<file path="config.mk">
export PLATFORM = sky130hd
export DESIGN_NAME = cara_regs
export DESIGN_NICKNAME = d
export VERILOG_FILES = /design/src/logic/cara_pkg.sv /design/src/logic/cara_regs.sv
export SDC_FILE = /design/constraint.sdc
export NUM_CORES = 1
export LEC_CHECK = 0
export BUFFER_PORTS_ARGS = -buffer_cell sky130_fd_sc_hd__buf_2
export CAP_MARGIN = 20
export CORE_AREA = 4 4 95 97
export DETAILED_ROUTE_END_ITERATION = 10
export DIE_AREA = 0 0 99 101
export PLACE_DENSITY = 0.76
export SLEW_MARGIN = 10
export SYNTH_ARGS = -nofsm -noshare
export SYNTH_HDL_FRONTEND = slang
export SYNTH_SLANG_ARGS = --single-unit
</file>
<file path="constraint.sdc">
create_clock -name clock_i -period 4 [get_ports clock_i]
set_input_delay 0.6 -clock clock_i [delete_from_list [all_inputs] [get_ports clock_i]]
set_output_delay 0.6 -clock clock_i [all_outputs]
set_load 0.02 [all_outputs]
</file>
<file path="src/logic/cara_pkg.sv">
// shared constants and carrier types for the codec agc / adc path register bank
package cara_pkg;

  // ----------------------------------------------------------------
  // register map (page 0 unless noted)
  // ----------------------------------------------------------------
  localparam logic [6:0] ADDR_PAGE_SELECT  = 7'h00;
  localparam logic [6:0] ADDR_RIGHT_DECAY  = 7'h6A;
  localparam logic [6:0] ADDR_ADC_PATH     = 7'h6B;
  localparam logic [6:0] ADDR_BYPASS       = 7'h6C;
  localparam logic [6:0] ADDR_DAC_CURRENT  = 7'h6D;
  localparam logic [6:0] ADDR_RSVD_FIRST   = 7'h6E;
  localparam logic [7:0] RESET_BYTE        = 8'h00;
  localparam logic [7:0] ZERO_BYTE         = 8'h00;

  // ----------------------------------------------------------------
  // field layout
  // ----------------------------------------------------------------
  localparam int DECAY_SEL_BIT   = 7;
  localparam int DECAY_BASE_LSB  = 5;
  localparam int DECAY_MULT_LSB  = 2;
  localparam int HPF_LEFT_BIT    = 7;
  localparam int HPF_RIGHT_BIT   = 6;
  localparam int MIC_CFG_LSB     = 4;
  localparam int PROG_FILT_BIT   = 3;
  localparam int BUS_DET_BIT     = 2;
  localparam int BUS_ERR_BIT     = 0;
  localparam int DAC_CUR_LSB     = 6;
  localparam int PAGE_BIT        = 0;

  // writable fields of the adc path register (d7-d2)
  localparam logic [7:0] ADC_PATH_WMASK = 8'hFC;

  // ----------------------------------------------------------------
  // decay times in milliseconds
  // ----------------------------------------------------------------
  localparam int MS_W = 16;
  localparam logic [MS_W-1:0] BASE_DECAY_0_MS = 16'h0032;  // 50 ms
  localparam logic [MS_W-1:0] BASE_DECAY_1_MS = 16'h0096;  // 150 ms
  localparam logic [MS_W-1:0] BASE_DECAY_2_MS = 16'h00FA;  // 250 ms
  localparam logic [MS_W-1:0] BASE_DECAY_3_MS = 16'h015E;  // 350 ms

  // ceilings per decimation ratio, in ms
  localparam logic [MS_W-1:0] CEIL_R1_MS   = 16'h0FA0;  // 4 s
  localparam logic [MS_W-1:0] CEIL_R1H_MS  = 16'h15E0;  // 5.6 s
  localparam logic [MS_W-1:0] CEIL_R2_MS   = 16'h1F40;  // 8 s
  localparam logic [MS_W-1:0] CEIL_R2H_MS  = 16'h2580;  // 9.6 s
  localparam logic [MS_W-1:0] CEIL_R3_MS   = 16'h2BC0;  // 11.2 s
  localparam logic [MS_W-1:0] CEIL_R4_MS   = 16'h3E80;  // 16 s
  localparam logic [MS_W-1:0] CEIL_R5_MS   = 16'h4B00;  // 19.2 s
  localparam logic [MS_W-1:0] CEIL_R5H_MS  = 16'h5780;  // 22.4 s

  // decimation ratio code: (ratio - 1) * 2, so 1.0 -> 0 ... 6.0 -> 10
  localparam logic [3:0] RATIO_1   = 4'h0;
  localparam logic [3:0] RATIO_1H  = 4'h1;
  localparam logic [3:0] RATIO_2   = 4'h2;
  localparam logic [3:0] RATIO_2H  = 4'h3;
  localparam logic [3:0] RATIO_3   = 4'h4;
  localparam logic [3:0] RATIO_3H  = 4'h5;
  localparam logic [3:0] RATIO_4   = 4'h6;
  localparam logic [3:0] RATIO_4H  = 4'h7;
  localparam logic [3:0] RATIO_5   = 4'h8;

  // ----------------------------------------------------------------
  // enumerations
  // ----------------------------------------------------------------
  typedef enum logic [1:0] {
    MIC_BOTH_DIGITAL   = 2'h0,
    MIC_LDIG_RANALOG   = 2'h1,
    MIC_LANALOG_RDIG   = 2'h2,
    MIC_BOTH_ANALOG    = 2'h3
  } cara_mic_cfg_t;

  typedef enum logic [1:0] {
    DAC_CUR_DEFAULT  = 2'h0,
    DAC_CUR_PLUS50   = 2'h1,
    DAC_CUR_RSVD     = 2'h2,
    DAC_CUR_PLUS100  = 2'h3
  } cara_dac_cur_t;

  // ----------------------------------------------------------------
  // carriers
  // ----------------------------------------------------------------
  typedef struct packed {
    logic       wr;
    logic       rd;
    logic [6:0] addr;
    logic [7:0] wdata;
  } cara_reg_req_t;

  typedef struct packed {
    logic second_right_in_neg;  // to right_lineout_neg
    logic second_right_in_pos;  // to right_lineout_pos
    logic first_right_in_neg;   // to right_lineout_neg
    logic first_right_in_pos;   // to right_lineout_pos
    logic second_left_in_neg;   // to left_lineout_neg
    logic second_left_in_pos;   // to left_lineout_pos
    logic first_left_in_neg;    // to left_lineout_neg
    logic first_left_in_pos;    // to left_lineout_pos
  } cara_bypass_t;

  typedef struct packed {
    logic          hpf_left_prog;
    logic          hpf_right_prog;
    cara_mic_cfg_t mic_cfg;
    logic          prog_filter_on;
  } cara_adc_path_t;

endpackage

</file>
<file path="src/logic/cara_regs.sv">
// page-0 upper register bank: right agc decay override, adc path, bypass, dac current
`timescale 1ns/1ns
module cara_regs (
  // clock and reset
  input  wire logic                     clock_i,
  input  wire logic                     rst_i,
  // register port
  input  wire cara_pkg::cara_reg_req_t  req_i,
  output logic [7:0]                    rdata_o,
  output logic                          page_o,
  // agc decay inputs
  input  wire logic [cara_pkg::MS_W-1:0] legacy_decay_ms_i,
  input  wire logic [3:0]               adc_decimation_ratio_i,
  // power and bus monitor inputs
  input  wire logic                     dacs_powered_down_i,
  input  wire logic                     bus_error_event_i,
  // configuration outputs
  output logic [cara_pkg::MS_W-1:0]     right_decay_ms_o,
  output cara_pkg::cara_adc_path_t      adc_path_o,
  output logic                          bus_detect_on_o,
  output logic                          bus_error_clear_o,
  output cara_pkg::cara_bypass_t        bypass_o,
  output cara_pkg::cara_dac_cur_t       dac_current_o
);

  // ----------------------------------------------------------------
  // state
  // ----------------------------------------------------------------
  // derived outputs are registered here too, one edge behind their fields
  typedef struct packed {
    logic                         page;
    logic [7:0]                   decay;
    logic [7:0]                   adc_path;
    logic                         bus_err;
    logic [7:0]                   bypass;
    logic [7:0]                   dac_cur;
    logic [7:0]                   rdata;
    logic [cara_pkg::MS_W-1:0]    decay_ms;
    logic                         prog_on;
    logic                         clr_pulse;
  } cara_state_t;

  // st_r is the only state; st_nxt is its combinational copy
  cara_state_t st_r;
  cara_state_t st_nxt;

  // ----------------------------------------------------------------
  // helpers
  // ----------------------------------------------------------------
  // ceiling in ms for a decimation ratio code
  // codes above eight have no ceiling of their own and fall to the top one,
  // so a stray code lengthens the decay rather than clipping it short
  function automatic logic [cara_pkg::MS_W-1:0] ceil_ms(input logic [3:0] ratio);
    logic [cara_pkg::MS_W-1:0] c;
    c = cara_pkg::CEIL_R5H_MS;
    if (ratio == cara_pkg::RATIO_1)       c = cara_pkg::CEIL_R1_MS;
    else if (ratio == cara_pkg::RATIO_1H) c = cara_pkg::CEIL_R1H_MS;
    else if (ratio == cara_pkg::RATIO_2)  c = cara_pkg::CEIL_R2_MS;
    else if (ratio == cara_pkg::RATIO_2H) c = cara_pkg::CEIL_R2H_MS;
    else if (ratio == cara_pkg::RATIO_3 || ratio == cara_pkg::RATIO_3H)
      c = cara_pkg::CEIL_R3_MS;
    else if (ratio == cara_pkg::RATIO_4 || ratio == cara_pkg::RATIO_4H)
      c = cara_pkg::CEIL_R4_MS;
    else if (ratio == cara_pkg::RATIO_5)  c = cara_pkg::CEIL_R5_MS;
    return c;
  endfunction

  // baseline decay for a two-bit code
  function automatic logic [cara_pkg::MS_W-1:0] base_ms(input logic [1:0] code);
    logic [cara_pkg::MS_W-1:0] b;
    unique case (code)
      2'h0: b = cara_pkg::BASE_DECAY_0_MS;
      2'h1: b = cara_pkg::BASE_DECAY_1_MS;
      2'h2: b = cara_pkg::BASE_DECAY_2_MS;
      2'h3: b = cara_pkg::BASE_DECAY_3_MS;
    endcase
    return b;
  endfunction

  // page-0 address hit, decoded for both read and write
  // the page register is decoded without it, as it answers on both pages
  function automatic logic hit0(input logic page, input logic [6:0] a, input logic [6:0] r);
    return !page && (a == r);
  endfunction

  // ----------------------------------------------------------------
  // next-state logic
  // ----------------------------------------------------------------
  // working values of the decay path and the bus-detect enable, kept out of the state so they add no flops
  logic [1:0]                 base_code;
  logic [2:0]                 mult_code;
  logic [cara_pkg::MS_W+7:0]  scaled;
  logic [cara_pkg::MS_W-1:0]  ceiling;
  logic                       det_on;

  always_comb begin
    // hold every field by default; only strobes and derived values move
    st_nxt    = st_r;
    base_code = st_r.decay[cara_pkg::DECAY_BASE_LSB +: 2];
    mult_code = st_r.decay[cara_pkg::DECAY_MULT_LSB +: 3];
    det_on    = st_r.adc_path[cara_pkg::BUS_DET_BIT];

    // baseline shifted by the multiplier code, widened so 350 x 128 cannot wrap
    // a change of ratio alone moves the ceiling on the next edge
    scaled  = {8'h00, base_ms(base_code)} << mult_code;
    ceiling = ceil_ms(adc_decimation_ratio_i);

    // decay source select and ceiling
    // the legacy value passes uncapped; its own register owns that limit
    if (!st_r.decay[cara_pkg::DECAY_SEL_BIT]) begin
      st_nxt.decay_ms = legacy_decay_ms_i;
    end else if (scaled > {8'h00, ceiling}) begin
      st_nxt.decay_ms = ceiling;
    end else begin
      st_nxt.decay_ms = scaled[cara_pkg::MS_W-1:0];
    end

    // programmable filter only when both dacs are down
    // the dacs level is sampled every edge, so a dac powering up drops the filter
    st_nxt.prog_on = st_r.adc_path[cara_pkg::PROG_FILT_BIT] && dacs_powered_down_i;

    // bus-error clear strobe follows each detected error while enabled
    // one strobe per event cycle; a held event input would repeat it
    st_nxt.clr_pulse = det_on && bus_error_event_i;

    // register writes; reserved block writes and page 1 writes other than to the page register are dropped
    // reserved bits of the decay, bypass and current registers are kept as
    // written so read-back shows what the host sent; d1 and status d0 of the
    // adc path register are masked because neither is writable
    if (req_i.wr) begin
      if (req_i.addr == cara_pkg::ADDR_PAGE_SELECT)
        st_nxt.page = req_i.wdata[cara_pkg::PAGE_BIT];
      if (hit0(st_r.page, req_i.addr, cara_pkg::ADDR_RIGHT_DECAY))
        st_nxt.decay = req_i.wdata;
      if (hit0(st_r.page, req_i.addr, cara_pkg::ADDR_ADC_PATH))
        st_nxt.adc_path = req_i.wdata & cara_pkg::ADC_PATH_WMASK;
      if (hit0(st_r.page, req_i.addr, cara_pkg::ADDR_BYPASS))
        st_nxt.bypass = req_i.wdata;
      if (hit0(st_r.page, req_i.addr, cara_pkg::ADDR_DAC_CURRENT))
        st_nxt.dac_cur = req_i.wdata;
    end

    // reads: data registered, unmapped and reserved addresses give zero
    // the read data holds until the next read, so a slow host may pick it
    // up late without a second strobe
    if (req_i.rd) begin
      st_nxt.rdata = cara_pkg::ZERO_BYTE;
      if (req_i.addr == cara_pkg::ADDR_PAGE_SELECT)
        st_nxt.rdata = {7'h00, st_r.page};
      else if (hit0(st_r.page, req_i.addr, cara_pkg::ADDR_RIGHT_DECAY))
        st_nxt.rdata = st_r.decay;
      else if (hit0(st_r.page, req_i.addr, cara_pkg::ADDR_ADC_PATH))
        st_nxt.rdata = st_r.adc_path | {7'h00, st_r.bus_err};
      else if (hit0(st_r.page, req_i.addr, cara_pkg::ADDR_BYPASS))
        st_nxt.rdata = st_r.bypass;
      else if (hit0(st_r.page, req_i.addr, cara_pkg::ADDR_DAC_CURRENT))
        st_nxt.rdata = st_r.dac_cur;
    end

    // error flag: read clears, a new error in the same cycle wins
    // set beats clear so an error landing during the status read is still
    // seen by the next read instead of being lost
    if (req_i.rd && hit0(st_r.page, req_i.addr, cara_pkg::ADDR_ADC_PATH))
      st_nxt.bus_err = 1'b0;
    if (det_on && bus_error_event_i)
      st_nxt.bus_err = 1'b1;
  end

  // ----------------------------------------------------------------
  // state register
  // ----------------------------------------------------------------
  // async reset to all zeros; no field has a non-zero reset value, and the
  // derived decay refills from its inputs on the first edge after release
  always_ff @(posedge clock_i or posedge rst_i) begin
    if (rst_i) begin
      st_r <= '0;
    end else begin
      st_r <= st_nxt;
    end
  end

  // ----------------------------------------------------------------
  // outputs, all straight from flip-flops
  // ----------------------------------------------------------------
  assign rdata_o                   = st_r.rdata;
  assign page_o                    = st_r.page;
  assign right_decay_ms_o          = st_r.decay_ms;
  // adc path fields in one assignment; the filter flag is already qualified
  assign adc_path_o                = '{
    hpf_left_prog:  st_r.adc_path[cara_pkg::HPF_LEFT_BIT],
    hpf_right_prog: st_r.adc_path[cara_pkg::HPF_RIGHT_BIT],
    mic_cfg:
      cara_pkg::cara_mic_cfg_t'(st_r.adc_path[cara_pkg::MIC_CFG_LSB +: 2]),
    prog_filter_on: st_r.prog_on
  };
  assign bus_detect_on_o           = st_r.adc_path[cara_pkg::BUS_DET_BIT];
  assign bus_error_clear_o         = st_r.clr_pulse;
  // bypass bits drive the switches as they stand; shorting two inputs onto
  // one output is for the host to avoid, the bank does not police it
  assign bypass_o                  = cara_pkg::cara_bypass_t'(st_r.bypass);
  // reserved current code is passed through unchanged
  assign dac_current_o             =
    cara_pkg::cara_dac_cur_t'(st_r.dac_cur[cara_pkg::DAC_CUR_LSB +: 2]);

endmodule

</file>
# --- After elaboration in Yosys (flattened, before gate mapping) ---
# Index checks and enable logic that the tools add are counted.
totals:
  regBits: 58
  input_bits: 41
  out_inout_bits: 42
  word_cells: 64
classes:
  order_cmp: 1
  eq_ne: 15
  n_shift: 1
  muxes: 17
  bitwise: 1
  reduce_logical: 19
op_table:
  columns: ["operator", "n"]
  rows:
  - ["15-bit two-way mux", 6]
  - ["16-bit case mux with 4 select lines", 1]
  - ["8-bit two-way mux", 5]
  - ["16-bit two-way mux", 2]
  - ["7-bit equality test (second input constant)", 4]
  - ["24-bit by 16-bit > comparator with 1-bit output", 1]
  - ["16-bit by 3-bit << shifter with 24-bit output", 1]
  - ["4-bit by 3-bit equality test with 1-bit output (second input constant)", 4]
  - ["13-bit two-way mux", 1]
  - ["2-bit AND reduction", 5]
  - ["4-bit by 2-bit equality test with 1-bit output (second input constant)", 2]
  - ["8-bit by 1-bit OR with 8-bit output", 1]
  - ["1-bit logical AND", 7]
  - ["7-bit logical NOT", 1]
  - ["2-bit equality test (second input constant)", 2]
  - ["4-bit by 1-bit equality test with 1-bit output (second input constant)", 1]
  - ["4-bit equality test (second input constant)", 1]
  - ["4-bit logical NOT", 1]
  - ["2-bit by 1-bit equality test with 1-bit output (second input constant)", 1]
  - ["2-bit logical NOT", 1]
  - ["1-bit logical OR", 2]
  - ["1-bit two-way mux", 2]
  - ["2-bit nonzero test", 1]
  - ["1-bit logical NOT", 1]

# --- Longest topological paths before layout ---
depth:
  word_depth: 11
  mapped_depth: 12
  depth_no_buf: 11

# --- Least setup slack after synthesis ---
# OpenSTA, ideal clock, no wires.
synth_timing:
  path_type: "register to register"
  startpoint: "register st_r, in the netlist base_code[0]"
  endpoint: "register st_r, in the netlist right_decay_ms_o[5]"
  setup_time_ns: 0.121
  t_arrival_ns: 3.155
  required_ns: 3.879
  path_slack_ns: 0.723
  stages_incl_launch_ff: 13
  period_less_slack_ns: 3.277
  path_cell_list: "dfrtp_1 > inv_1 > ha_1 > or4b_2 > nand3_1 > o21ai_0 > ha_1 > a21oi_1 > o21ai_1 > a2111oi_2 > buf_2 > o21ai_1 > a22o_1"
synth_rtl:
  columns: ["item", "line", "rtl"]
  rows:
  - ["from (decl)", "cara_regs.sv:44", "cara_state_t st_r;"]
  - ["from (signal assigned)", "cara_regs.sv:178", "st_r <= st_nxt;"]

==> impl_results.md <==
- Distinct cells, synth: 59
- Total placed cells including tap cells: 480
- Register area: 0.001451 mm^2
- Worst r2r path cells: 12
- Final Hold Vio Count: 0
- Fraction of layout cells with a size suffix above 1: 0.3903
- Critical Path RT: 4.22 ns
- Filler cell count in the final layout: 708
- Final wirelength: approximately 8400 um
- Site Rows: 33
- Final Net Count: 442
- CTS sink cnt: 58
- Register area share after synthesis: 0.4001
- Synthesis warning total: 0
- RR Endpoint: right_decay_ms_o[2]
- Routed via count: 2,742
- Iter 0 DRT Violations: 172
- Drt pass-1 iters: 5
- RR Startpoint: base_code[0]
- Critical path class: reg2reg
- Die height: between 100 and 150 um
- Mux cell area share after synthesis: 0.1314
- Setup Viol. Count Final: 0
- Outcome: finished, final reports clean
- Post-synthesis simple-gate area fraction: 0.1387
- FF-to-FF setup slack: 0.54 ns
- HPWL after DPL: 6395 um
- Top-area cell type share of the netlist area: 0.4001
- Slowest stage delay, CP: between 0.6 and 0.7 ns
- Final Critical Period: 3.461 ns
- Total Routing Usage GR: 0.1750
- Critical-path top delay cell: or4b_2
- Number of global-route vias before repair: about 2,800
- Root buffer cell: clkbuf_8
- Unrepaired setup endpoints after global routing: false
- CTS H-tree depth: 3
- Post-synth ARST share: 1.000
- Final-report max-slew violation count: 0
- Syn-to-layout area delta: 12.07%
- Critical path cell sequence: inv_1 -> ha_1 -> or4b_2 -> nand3_1 -> o21ai_0 -> ha_1 -> a21oi_1 -> o21ai_1 -> a2111oi_2 -> buf_4 -> nor2_2 -> o32ai_1
- Clk slew on worst S/H paths: 0.07 ns
- Number of synthesized register bits: 58
- Pin count of the biggest net entering global routing: 51
- Pleak: approximately 0.002 uW
- Multi-input logic area: 0.001738 mm^2
- Commonest non-fill, non-tap cell in the layout: buf_2
- Post-Syn Area: 0.003627 mm^2
- Slew HR: 0.5529
- Post-CTS Setup Repair Bufs: 0
- CTS tree: done
- Syn nets: 404
- N_diodes: 0
- PortBufs: 82
- Most frequent cells in the layout: buf_2, dfrtp_1, mux2_2
- Peak ir drop on the vdd network: between 0.15 and 0.2 mV
- First-pass GRT wire length: roughly 14,000 um
- Layout Cells excl Fill: 497
- ANT nets after route: 0
- Wire length per cell: 16.91 um
- Synth Area in Compound Gates: 0.1559
- Slew of the pin with the lowest slew margin: about 0.67 ns
- Top cell by count, worst path: ha_1
- DRC Markers: 0
- Die width: 99 um
- Worst hold path class: in2async
- Post-cts sizing count: 0
- # IOs: slightly above 80
- Pwr per Cell Area: 408.3 mW/mm^2
- Cells after Synth: 349
- Syn Area/Cell: 10.39 um^2
- Adder-Cell Fraction of Synth Area: 0.04829
- Post-synth EDFFs: 0
- Crit-path max FO: 14
- Clk buf depth: 2
- Initial Utilization: 0.4459
- Total power: 1660 uW
- # hold bufs at CTS: 0
- Initial antenna violation count: 0
- Setup crit end: right_decay_ms_o[2]
- Crit path arrival time: 3.68 ns
- XOR/XNOR Fraction of Synth Area: 0.004829
- Core Region: 0.008134 mm^2
- CP Launch Type: register
- Cts bufs inserted: 9
- Latest clock arrival within the worst-skew pair: 0.34 ns
- Vias per cell: 5.517
- Clock skew: 0.01190 ns
- Main area contributors after synthesis: dfrtp_1, mux2_2, buf_4, ha_1, nand2_1
- Fmax: 288.9 MHz
- Largest family of logic cells by synthesized area: compound AO/OA/AOI/OAI gates
- Post-route setup TNS: 0 ns
- Overflow after GRT: 0
- Max-cap violations: 0
- Critical Path Start: base_code[0]
- Yosys top cell by area: dfrtp_1
- Leading register cell type out of synthesis: dfrtp_1
- Critical Path End Type: register
- RD Place Congestion: ~0.88
- Final period util: 0.8653
- DIE AREA: approximately 0.010 mm^2
==> area by class of cell <==
type	count	share of cell area
clock buffers	9	0.03047
clock inverters	7	0.03078
inverters	12	0.01231
multi-input cells	221	0.4275
flip-flops and latches	58	0.3570
well taps	105	0.03232
repair buffers	85	0.1096
==> how the worst min path moves through the flow <==
stage	from	endpoint	slack, ns	cells past startpoint
2_1_floorplan	st_r[42]	st_r[42]	0.45	1
3_3_place_gp	st_r[42]	st_r[42]	0.46	1
3_5_place_dp	st_r[42]	st_r[42]	0.48	1
4_1_cts	dacs_powered_down_i	adc_path_o[0]	0.47	2
5_1_grt	rst_i	adc_path_o[0]	0.26	2
6_report	rst_i	right_decay_ms_o[5]	0.24	2
==> critical path: cells and delay by family, from the launching register on <==
kind	cells	cell delay, ns
buf+inv	2	0.37
compound gates	5	1.06
simple gates	3	0.87
flops	1	0.44
fa+ha+maj	2	0.61
==> metal layers <==
metal,up-vias,share of wire,track usage
met1,1295,0.43,0.2291
met4,0,0.026,0.07983
met2,94,0.47,0.2738
li1,1335,-,-
met3,18,0.072,0.04360
met5,-,0,0
==> power by group <==
| part | switching, uW | internal (uW) | leakage, uW | total (uW) |
|---|---|---|---|---|
| clock network | 252 | 419 | 0.000124 | 671 |
| registers | 45.8 | 637 | 0.000748 | 683 |
| logic | 179 | 127 | 0.00108 | 306 |
==> sequential cells by signal (all words and copies together), names as in the netlist <==
signal and flops:
bus_error_clear_o 1, dac_current_o 2, base_code 2, st_r 11, mult_code 3, adc_path_o 5
page_o 1, bus_detect_on_o 1, rdata_o 8, right_decay_ms_o 16, bypass_o 8
==> synthesized netlist by cell type (6+ instances only) <==
library cell	instances
a21oi_1	16
a222oi_1	6
buf_4	40
clkbuf_1	12
dfrtp_1	58
ha_1	14
inv_1	10
mux2_2	35
mux2i_1	6
nand2_1	24
nor2_1	17
o211ai_1	6
o21ai_0	11
==> through the flow <==
stage | setup slack (ns) | util | instance area (um^2) | hold WS, ns
5_1_grt | 0.2648 | 0.4998 | 4065 | 0.2620
2_1_floorplan | 0.7235 | - | 3627 | 0.4490
3_5_place_dp | 0.5787 | 0.4667 | 3796 | 0.4752
6_report | 0.5388 | 0.4998 | 4065 | 0.2418
4_1_cts | 0.5475 | 0.4973 | 4045 | 0.4694
3_3_place_gp | 0.6516 | 0.4667 | 3796 | 0.4646
==> logic make-up (layout without fill, tap and decap cells) <==
| group | after synthesis | in the layout |
|---|---|---|
| AND/OR/NAND/NOR | 84 | 84 |
| AO/OA/AOI/OAI | 79 | 79 |
| buffers and inverters | 70 | 113 |
| flip-flops | 58 | 58 |
| multiplexers | 42 | 42 |
| adder cells (fa/ha/maj) | 14 | 14 |
| XOR/XNOR | 2 | 2 |
Note: power is estimated with default switching activity, not from simulation.
